$ cat config.mk
export PLATFORM = sky130hd
export DESIGN_NAME = csopm_top
export DESIGN_NICKNAME = d
export VERILOG_FILES = /design/src/shared/csopm_pkg.sv /design/src/hw/csopm_top.sv
export SDC_FILE = /design/constraint.sdc
export NUM_CORES = 1
export LEC_CHECK = 0
export BUFFER_PORTS_ARGS = -buffer_cell sky130_fd_sc_hd__buf_2
export CORE_UTILIZATION = 30
export DETAILED_ROUTE_END_ITERATION = 8
export GPL_TIMING_DRIVEN = 0
export PLACE_DENSITY = 0.48
export SYNTH_ARGS = -nofsm -noshare
export SYNTH_HDL_FRONTEND = slang
export SYNTH_SLANG_ARGS = --single-unit
$ cat constraint.sdc
create_clock -name mclk -period 3.28 [get_ports mclk]
set_input_delay 0.492 -clock mclk [delete_from_list [all_inputs] [get_ports mclk]]
set_output_delay 0.492 -clock mclk [all_outputs]
set_load 0.05 [all_outputs]
$ cat src/shared/csopm_pkg.sv
// Constants and carriers for the channel status and output port block.
// Assumes one AHB-Lite slave port with 32-bit data and one clock.
package csopm_pkg;
    localparam int ADDR_W = 8;
    // Register indices; byte address is four times the index
    localparam logic [5:0] IDX_STATUS_A = 6'h01;
    localparam logic [5:0] IDX_STATUS_B = 6'h09;
    localparam logic [5:0] IDX_PIN_FUNC = 6'h0d;
    localparam logic [5:0] IDX_BIT_SET = 6'h0e;
    localparam logic [5:0] IDX_BIT_CLR = 6'h0f;
    localparam logic [5:0] IDX_CTRL = 6'h10;
    localparam logic [5:0] IDX_CMD = 6'h11;
    localparam logic [5:0] IDX_IRQ_STAT = 6'h12;
    localparam logic [5:0] IDX_IRQ_MASK = 6'h13;
    // Control fields: block error mode, ready/full pin select
    localparam int CTRL_BLOCK_A = 0;
    localparam int CTRL_BLOCK_B = 1;
    localparam int CTRL_FULL_A = 2;
    localparam int CTRL_FULL_B = 3;
    // Command fields: error reset, receiver reset
    localparam int CMD_ERR_RST_A = 0;
    localparam int CMD_ERR_RST_B = 1;
    localparam int CMD_RX_RST_A = 2;
    localparam int CMD_RX_RST_B = 3;
    // Pin 3 source codes
    localparam logic [1:0] P3_LATCH = 2'h0;
    localparam logic [1:0] P3_TIMER = 2'h1;
    localparam logic [1:0] P3_TX_CLK = 2'h2;
    localparam logic [1:0] P3_RX_CLK = 2'h3;
    // Receive queue depth for per-character error flags
    localparam int RXQ_DEPTH = 8;
    localparam int PTR_W = $clog2(RXQ_DEPTH);
    localparam logic [7:0] LATCH_RESET = 8'h00;
    localparam logic [7:0] PIN_FUNC_RESET = 8'h00;
    localparam logic [3:0] CTRL_RESET = 4'h0;
    localparam logic [1:0] IRQ_MASK_RESET = 2'h0;

    typedef enum logic [1:0] {
        BUS_IDLE = 2'b00,
        BUS_WRITE = 2'b01,
        BUS_READ = 2'b10
    } csopm_bus_type;

    // Per-channel link from receiver and transmitter logic
    typedef struct packed {
        logic push;
        logic pop;
        logic brk;
        logic frame_err;
        logic parity_err;
        logic overrun;
        logic transmitter_empty;
        logic transmitter_ready;
        logic receive_fifo_full;
        logic receiver_ready;
    } csopm_link_type;

    typedef struct packed {
        logic [RXQ_DEPTH-1:0][2:0] flags;
        logic [PTR_W-1:0] wr;
        logic [PTR_W-1:0] rd;
        logic [PTR_W:0] cnt;
        logic [2:0] accum;
    } csopm_chan_type;

    typedef struct packed {
        csopm_bus_type phase;
        logic [5:0] idx;
        csopm_chan_type [1:0] chan;
        logic [7:0] pin_func;
        logic [7:0] latch;
        logic [3:0] ctrl;
        logic [1:0] irq_stat;
        logic [1:0] irq_mask;
        logic [31:0] rdata;
    } csopm_state_type;
endpackage : csopm_pkg

$ cat src/hw/csopm_top.sv
// Channel status words, error flag queues and output pin function mux.
// Assumes link inputs come from logic on mclk; AHB-Lite single slave.
// Functional notes
// - Status reads break, framing, parity, overrun, tx empty, tx ready, full, rx ready.
// - Error flags travel with each character; status shows the head's flags in character mode.
// - Error reset command clears break, framing and parity flags.
// - Character mode drops a character's flags when it is popped.
// - Block mode accumulates flags until error reset or receiver reset.
// - Pin 7 shows latch bit 7 or channel B transmit ready.
// - Pin 6 shows latch bit 6 or channel A transmit ready.
// - Pin 5 shows latch bit 5 or channel B ready-or-full.
// - Pin 4 shows latch bit 4 or channel A ready-or-full.
// - Pin 3 source: latch, timer, transmit clock or receive clock.
// - Latch bits drive pins inverted: 0 high, 1 low.
//
// Local design decision: the AHB-Lite interface to the registers.
`timescale 1ns/100ps
`default_nettype none
module csopm_top (
    input wire logic mclk,
    input wire logic reset_n,
    input wire logic hsel,
    input wire logic [csopm_pkg::ADDR_W-1:0] haddr,
    input wire logic [1:0] htrans,
    input wire logic hwrite,
    input wire logic [2:0] hsize,
    input wire logic [31:0] hwdata,
    input wire logic hready,
    output logic hreadyout,
    output logic hresp,
    output logic [31:0] hrdata,
    input wire csopm_pkg::csopm_link_type chan_a_link,
    input wire csopm_pkg::csopm_link_type chan_b_link,
    input wire logic timer_out,
    input wire logic chan_a_tx_clk,
    input wire logic chan_a_rx_clk,
    output logic [7:0] output_pins,
    output logic irq
);
    csopm_pkg::csopm_state_type q;
    csopm_pkg::csopm_state_type d;
    csopm_pkg::csopm_link_type link [2];
    logic [1:0][7:0] stat_w;
    logic chan_a_receive_ready_or_full;
    logic chan_b_receive_ready_or_full;

    assign link[0] = chan_a_link;
    assign link[1] = chan_b_link;

    // Head flags or accumulated block flags, then live conditions
    always_comb begin
        for (int c = 0; c < 2; c++) begin
            logic [2:0] err;
            err = 3'h0;
            if (q.ctrl[c]) begin
                err = q.chan[c].accum;
            end else if (q.chan[c].cnt != '0) begin
                err = q.chan[c].flags[q.chan[c].rd];
            end
            stat_w[c] = {err, link[c].overrun, link[c].transmitter_empty,
                link[c].transmitter_ready, link[c].receive_fifo_full,
                link[c].receiver_ready};
        end
    end

    // Reads cost one wait state so hrdata always comes from a flop
    assign hreadyout = (q.phase != csopm_pkg::BUS_READ);
    assign hresp = 1'b0;
    assign hrdata = q.rdata;
    assign irq = |(q.irq_stat & q.irq_mask);

    always_comb begin
        logic wr;
        logic [7:0] wd;
        logic [3:0] cmd;
        logic [1:0] rd_clr;
        wr = (q.phase == csopm_pkg::BUS_WRITE);
        wd = hwdata[7:0];
        cmd = 4'h0;
        rd_clr = 2'h0;
        d = q;
        d.phase = csopm_pkg::BUS_IDLE;
        if (hsel && htrans[1] && hready) begin
            d.idx = haddr[7:2];
            d.phase = hwrite ? csopm_pkg::BUS_WRITE : csopm_pkg::BUS_READ;
        end
        if (wr) begin
            case (q.idx)
                csopm_pkg::IDX_PIN_FUNC: d.pin_func = wd;
                csopm_pkg::IDX_BIT_SET: d.latch = q.latch | wd;
                csopm_pkg::IDX_BIT_CLR: d.latch = q.latch & ~wd;
                csopm_pkg::IDX_CTRL: d.ctrl = wd[3:0];
                csopm_pkg::IDX_CMD: cmd = wd[3:0];
                csopm_pkg::IDX_IRQ_MASK: d.irq_mask = wd[1:0];
                default: ;
            endcase
        end
        if (q.phase == csopm_pkg::BUS_READ) begin
            case (q.idx)
                csopm_pkg::IDX_STATUS_A: d.rdata = {24'h0, stat_w[0]};
                csopm_pkg::IDX_STATUS_B: d.rdata = {24'h0, stat_w[1]};
                csopm_pkg::IDX_PIN_FUNC: d.rdata = {24'h0, q.pin_func};
                csopm_pkg::IDX_CTRL: d.rdata = {28'h0, q.ctrl};
                csopm_pkg::IDX_IRQ_STAT: begin
                    d.rdata = {30'h0, q.irq_stat};
                    rd_clr = 2'h3;
                end
                csopm_pkg::IDX_IRQ_MASK: d.rdata = {30'h0, q.irq_mask};
                default: d.rdata = 32'h0;
            endcase
        end
        d.irq_stat = q.irq_stat & ~rd_clr;
        for (int c = 0; c < 2; c++) begin
            logic push;
            logic pop;
            logic [2:0] err_in;
            push = link[c].push && (q.chan[c].cnt != (csopm_pkg::PTR_W+1)'(csopm_pkg::RXQ_DEPTH));
            pop = link[c].pop && (q.chan[c].cnt != '0);
            err_in = {link[c].brk, link[c].frame_err, link[c].parity_err};
            if (cmd[csopm_pkg::CMD_ERR_RST_A + c] || cmd[csopm_pkg::CMD_RX_RST_A + c]) begin
                d.chan[c].flags = '0;
                d.chan[c].accum = 3'h0;
            end
            if (pop) begin
                if (!q.ctrl[c]) begin
                    d.chan[c].flags[q.chan[c].rd] = 3'h0;
                end
                d.chan[c].rd = q.chan[c].rd + 1'b1;
            end
            // A push in an error reset cycle survives the clear
            if (push) begin
                d.chan[c].flags[q.chan[c].wr] = err_in;
                d.chan[c].wr = q.chan[c].wr + 1'b1;
                d.chan[c].accum = d.chan[c].accum | err_in;
                if (|err_in) begin
                    d.irq_stat[c] = 1'b1;
                end
            end
            d.chan[c].cnt = q.chan[c].cnt + (csopm_pkg::PTR_W+1)'(push)
                - (csopm_pkg::PTR_W+1)'(pop);
            // Receiver reset flushes the queue, including a same-cycle push
            if (cmd[csopm_pkg::CMD_RX_RST_A + c]) begin
                d.chan[c].wr = '0;
                d.chan[c].rd = '0;
                d.chan[c].cnt = '0;
                d.chan[c].flags = '0;
                d.chan[c].accum = 3'h0;
            end
        end
    end

    always_ff @(posedge mclk) begin
        if (!reset_n) begin
            q <= '0;
            q.phase <= csopm_pkg::BUS_IDLE;
            q.pin_func <= csopm_pkg::PIN_FUNC_RESET;
            q.latch <= csopm_pkg::LATCH_RESET;
            q.ctrl <= csopm_pkg::CTRL_RESET;
            q.irq_mask <= csopm_pkg::IRQ_MASK_RESET;
        end else begin
            q <= d;
        end
    end

    assign chan_a_receive_ready_or_full = q.ctrl[csopm_pkg::CTRL_FULL_A]
        ? chan_a_link.receive_fifo_full : chan_a_link.receiver_ready;
    assign chan_b_receive_ready_or_full = q.ctrl[csopm_pkg::CTRL_FULL_B]
        ? chan_b_link.receive_fifo_full : chan_b_link.receiver_ready;

    // Function outputs show the signal itself, not inverted
    always_comb begin
        output_pins = ~q.latch;
        if (q.pin_func[7]) begin
            output_pins[7] = chan_b_link.transmitter_ready;
        end
        if (q.pin_func[6]) begin
            output_pins[6] = chan_a_link.transmitter_ready;
        end
        if (q.pin_func[5]) begin
            output_pins[5] = chan_b_receive_ready_or_full;
        end
        if (q.pin_func[4]) begin
            output_pins[4] = chan_a_receive_ready_or_full;
        end
        case (q.pin_func[3:2])
            csopm_pkg::P3_TIMER: output_pins[3] = timer_out;
            csopm_pkg::P3_TX_CLK: output_pins[3] = chan_a_tx_clk;
            csopm_pkg::P3_RX_CLK: output_pins[3] = chan_a_rx_clk;
            default: output_pins[3] = ~q.latch[3];
        endcase
    end

    logic [3:0] live_a;
    logic wr_cmd_a;
    assign live_a = {chan_a_link.transmitter_empty, chan_a_link.transmitter_ready,
        chan_a_link.receive_fifo_full, chan_a_link.receiver_ready};
    assign wr_cmd_a = (q.phase == csopm_pkg::BUS_WRITE) && (q.idx == csopm_pkg::IDX_CMD)
        && hwdata[0];
endmodule : csopm_top
`default_nettype wire

# == After elaboration in Yosys (flattened, before gate mapping) ==
# Cells that the tools add are included.
# totals
regBits,138
output_inout_bits,43
word_cells,153
# op_classes
addsub,8
order_cmp,8
n_eq_ne,17
n_mux,48
bitwise,15
n_reduce_logical,25
# ops
operator,count
two-way mux 24 bit,6
two-way mux 27 bit,2
bitwise AND 24 bit,2
bitwise mux 24 bit,2
inverter 24 bit,2
case mux 8 bit (6 select lines),1
two-way mux 3 bit,14
demux 3 bit (select 3 bit),4
"== test 6 x 4 -> 1 bit, second input constant",4
"== test 6 x 5 -> 1 bit, second input constant",4
binary-select mux 3 bit (select 3 bit),2
"< comparator 3 x 4 -> 1 bit, second input constant",4
inverter 8 bit,2
case mux 8 bit (2 select lines),1
"adder 3 x 1 -> 3 bit, second input constant",4
">= comparator 3 x 1 -> 1 bit, second input constant",4
logical AND 1 bit,10
two-way mux 1 bit,10
AND reduction 2 bit,5
adder 4 x 1 -> 4 bit,2
bitwise AND 8 bit,1
two-way mux 4 bit,2
"!= test 4 bit, second input constant",2
bitwise OR 8 bit,1
16 further kinds,30

# == Longest topological paths before layout ==
# logic_depth
depth_word,10
ltp_mapped,13
depth_no_buf,12

# == Worst setup path after synthesis ==
# OpenSTA, ideal clock, no wires.
# synth_path
kind,register -> register
from,register q[98] (netlist bit)
to,register q[97] (netlist bit)
t_arrival_ns,2.230
slack_ns,0.934
stages_incl_launch_ff,12
path_buffers,1
synth_period_minus_slack_ns,2.346
cell_sequence,dfxtp_1 -> inv_1 -> ha_1 -> or3b_1 -> and2_1 -> clkbuf_1 -> inv_1 -> ha_1 -> inv_1 -> ha_1 -> fa_1 -> and3_1
# synth_via
elab_chain_cells,4
elab_cells_between_ends,6
classes_between,add/sub: 2; eq/ne: 1; reduce/logical: 3
# synth_rtl
item,line_no,rtl
from (decl),csopm_top.sv:40,csopm_pkg::csopm_state_type q;
!= test 4 bit,csopm_top.sv:117,push = link[c].push && (q.chan[c].cnt != (csopm_pkg::PTR_W+1)'(csopm_pkg::RXQ_DEPTH));
logical AND 1 bit,csopm_top.sv:117,
adder 4 x 1 -> 4 bit,csopm_top.sv:139,d.chan[c].cnt = q.chan[c].cnt + (csopm_pkg::PTR_W+1)'(push)
subtractor 4 x 1 -> 4 bit (*),csopm_top.sv:140,- (csopm_pkg::PTR_W+1)'(pop);
# Every way passes the cells marked *; elsewhere a longest branch is shown, timed or not.
# A chain may end at the register's enable or synchronous reset.

# == Final worst setup path ==
# Ends and elaborated chain as after synthesis.

==> flow_metrics.tcl <==
set metrics [dict create \
    swShare_pct 29.5 \
    leakagePower_uw 0.00283 \
    portBuffers 53 \
    cts.reportedPaths.clkPinSlew_ns 0.05 \
    postRouteWirelength_mm 16.8 \
    finalHoldViolations 0 \
    arrival_ns 2.91 \
    slew_headroom_pct 35.2 \
    synth-seq-cells 114 \
    required_ns 3.59 \
    fin_setup_tns_ns 0 \
    grt_max_degree 17 \
    seq_area_frac_synth_pct 37.3 \
    hold_path_startpoint "hwrite" \
    synthTopCellsByArea "dfxtp_1, mux2i_1, nand2_1" \
    setup_slack_ns 0.672 \
    remaining_drc_errors 0 \
    cts.sinks 114 \
    synth_ff_type "dfxtp_1" \
    status "finished, final reports clean" \
    rsz0062_at_grt "no" \
    min_period_ns 2.61 \
    peakVddDrop_uv 384 \
    intPower_uw 3240 \
    postCtsResizedCells 0 \
    vias 5228 \
    r2r_cells 11 \
    grt_pass1_wl_mm 26.5 \
    antenna_left 0 \
    avgRoutedWirePerCell_um 15.4 \
    synth_most_common_cell "dfxtp_1" \
    cts_buffers 17 \
    worst_setup_path_end_kind "register" \
    setup_viol 0 \
    fin_area_sq_um 7440 \
    netlist_top_cells_count "dfxtp_1, nand2_1, a21oi_1, nor2_1, mux2i_1" \
    tritoncts "done" \
    cts_root_buf "clkbuf_16" \
    antenna_found_initial 0 \
    fill_cells 2068 \
    path_class "register to register" \
    synthDistinctLibCells 61 \
    clock_path_buffers 2 \
    clkPwrFrac_pct 42.9 \
    critPathMaxFanout 7 \
    slew_viol_final 0 \
    reg2reg_from "q[98]" \
    yosys_warnings 0 \
    die-area_sq_um 21000 \
    max_cap_violations 0 \
    clock_latency_ns 0.41 \
    syn-cell-area_sq_um 6120 \
    dpl_cell_area_sq_um 6810 \
    final_util_pct 37.7 \
    whs_endpoint "q[137]" \
    via_per_inst 4.79 \
    post-place-ws_ns 0.692 \
    die_y_um 145 \
    tightest_slew_ns 0.965 \
    regToRegEndpoint "q[97]" \
    rows 51 \
    dr.pass1.iters 5 \
    hpwl_mm 12.4 \
    fin_crit_sh_pct 79.5 \
    power_density_nw_per_um2 619 \
    critPathLaunchType "register" \
    synth_top_area_share_pct 37.3 \
    drive_above_1_share_pct 21.2 \
    switching_power_uw 1360 \
    cts_hold_buf 0 \
    start_util_pct 31.0 \
    hold_depth 2 \
    ios 116 \
    synth_edf_count 0 \
    power_frac_seq_pct 34.3 \
    synth_top_area_cell "dfxtp_1" \
    holdCritPathClass "input pin to register" \
    htree_num_levels 4 \
    final_nets 905 \
    n_antenna_cell 0 \
    synth_cells 718 \
    async_flop_share_pct 0 \
    postCtsSetupRepairBufs 0 \
    r2r_setup_slack_ns 0.67 \
    timing.hold.ws_ns 0.273 \
    p_comb_share_pct 22.8 \
    grt_overflow 0 \
    fmax_mhz 383 \
    areaGrowthSynthToFinish_pct 21.5 \
    place_congestion 0.840 \
    drt_iter0_markers 249 \
    regArea_sq_um 2280 \
    grt_pass1_vias 4879 \
    track_usage_pct 17.0 \
    chipWidth_um 145 \
    avgSynthCellArea_sq_um 8.52 \
    skew_ns 0.00745 \
    core_area_sq_um 19700 \
    multi_input_area_sq_um 3390 \
]
==> cells in the final DEF (no fill, tap or decap), types with 8 or more instances in the layout <==
cell / n
a21oi_1: 66
a31oi_1: 8
and3_1: 8
buf_1: 10
buf_2: 65
buf_4: 36
clkbuf_1: 9
clkbuf_16: 17
conb_1: 25
dfxtp_1: 114
ha_1: 16
inv_1: 22
mux2i_1: 57
nand2_1: 89
nand3_1: 39
nor2_1: 64
nor3_1: 9
o21ai_0: 17
o22ai_1: 12
or3b_1: 11
or3b_2: 15
xnor2_1: 8
==> power by group through the flow <==
stage	clock network [uW]	logic, uW	registers, uW
floorplan	0	829	1580
global placement	0	1050	1600
detailed placement	0	1040	1600
CTS	2020	1060	1580
global route	2090	1180	1590
finish	1980	1050	1580
==> critical path, cell delays in order (launching register included) <==
cell and delay [ns]:
dfxtp_1 0.29, inv_1 0.10, ha_1 0.16, or3b_1 0.39, and2_1 0.17, clkbuf_1 0.19, inv_1 0.14, ha_1 0.24
inv_1 0.06, ha_1 0.17, fa_1 0.42, and3_1 0.17
==> layer usage <==
metal / global-route usage [%] / routed length, um / share of wire (%)
met1: 22.6 / 8120 / 48
met2: 26.8 / 7690 / 46
met3: 4.24 / 776 / 4.6
met4: 4.93 / 182 / 1.1
met5: 0 / 0 / 0
==> worst max path at each step <==
stage | slack, ns | from | depth (start not counted) | endpoint
after floorplan | 0.93 | q[98] | 11 | q[97]
after global placement | 0.70 | q[98] | 11 | q[97]
after detailed placement | 0.69 | q[98] | 11 | q[97]
after CTS | 0.65 | q[98] | 11 | q[97]
after global routing | 0.45 | q[98] | 13 | q[99]
final | 0.67 | q[98] | 11 | q[97]
==> state kept, by name, indices dropped and copies added, names as in the netlist, named ones only <==
| register | cells |
|---|---|
| hrdata | 8 |
| q | 98 |
==> stage by stage <==
stage | total power (uW) | std cells
after floorplan | 2410 | 742
after global placement | 2650 | 1060
after detailed placement | 2650 | 1060
after CTS | 4650 | 1092
after global routing | 4860 | 1092
final | 4600 | 1092
==> cell families after synthesis <==
kind of cell             Yosys count  share of synthesized area (%)
other                              1                         0.0613
AND/OR/NAND/NOR                  283                           25.3
AO/OA/AOI/OAI                    139                           13.4
flip-flops                       114                           37.3
XOR/XNOR                          11                           1.57
buffers and inverters             94                           8.79
multiplexers                      58                           9.69
adder cells (fa/ha/maj)           18                           3.92
==> area by class of cell <==
| cell class | count | area share (%) |
|---|---|---|
| well taps | 265 | 4.46 |
| flip-flops and latches | 114 | 30.7 |
| repair buffers | 53 | 3.57 |
| inverters | 25 | 1.43 |
| clock inverters | 11 | 2.12 |
| clock buffers | 21 | 6.33 |
| plain buffers | 69 | 5.81 |
| multi-input cells | 534 | 45.6 |
No activity file was read; power rests on OpenSTA's default activity.
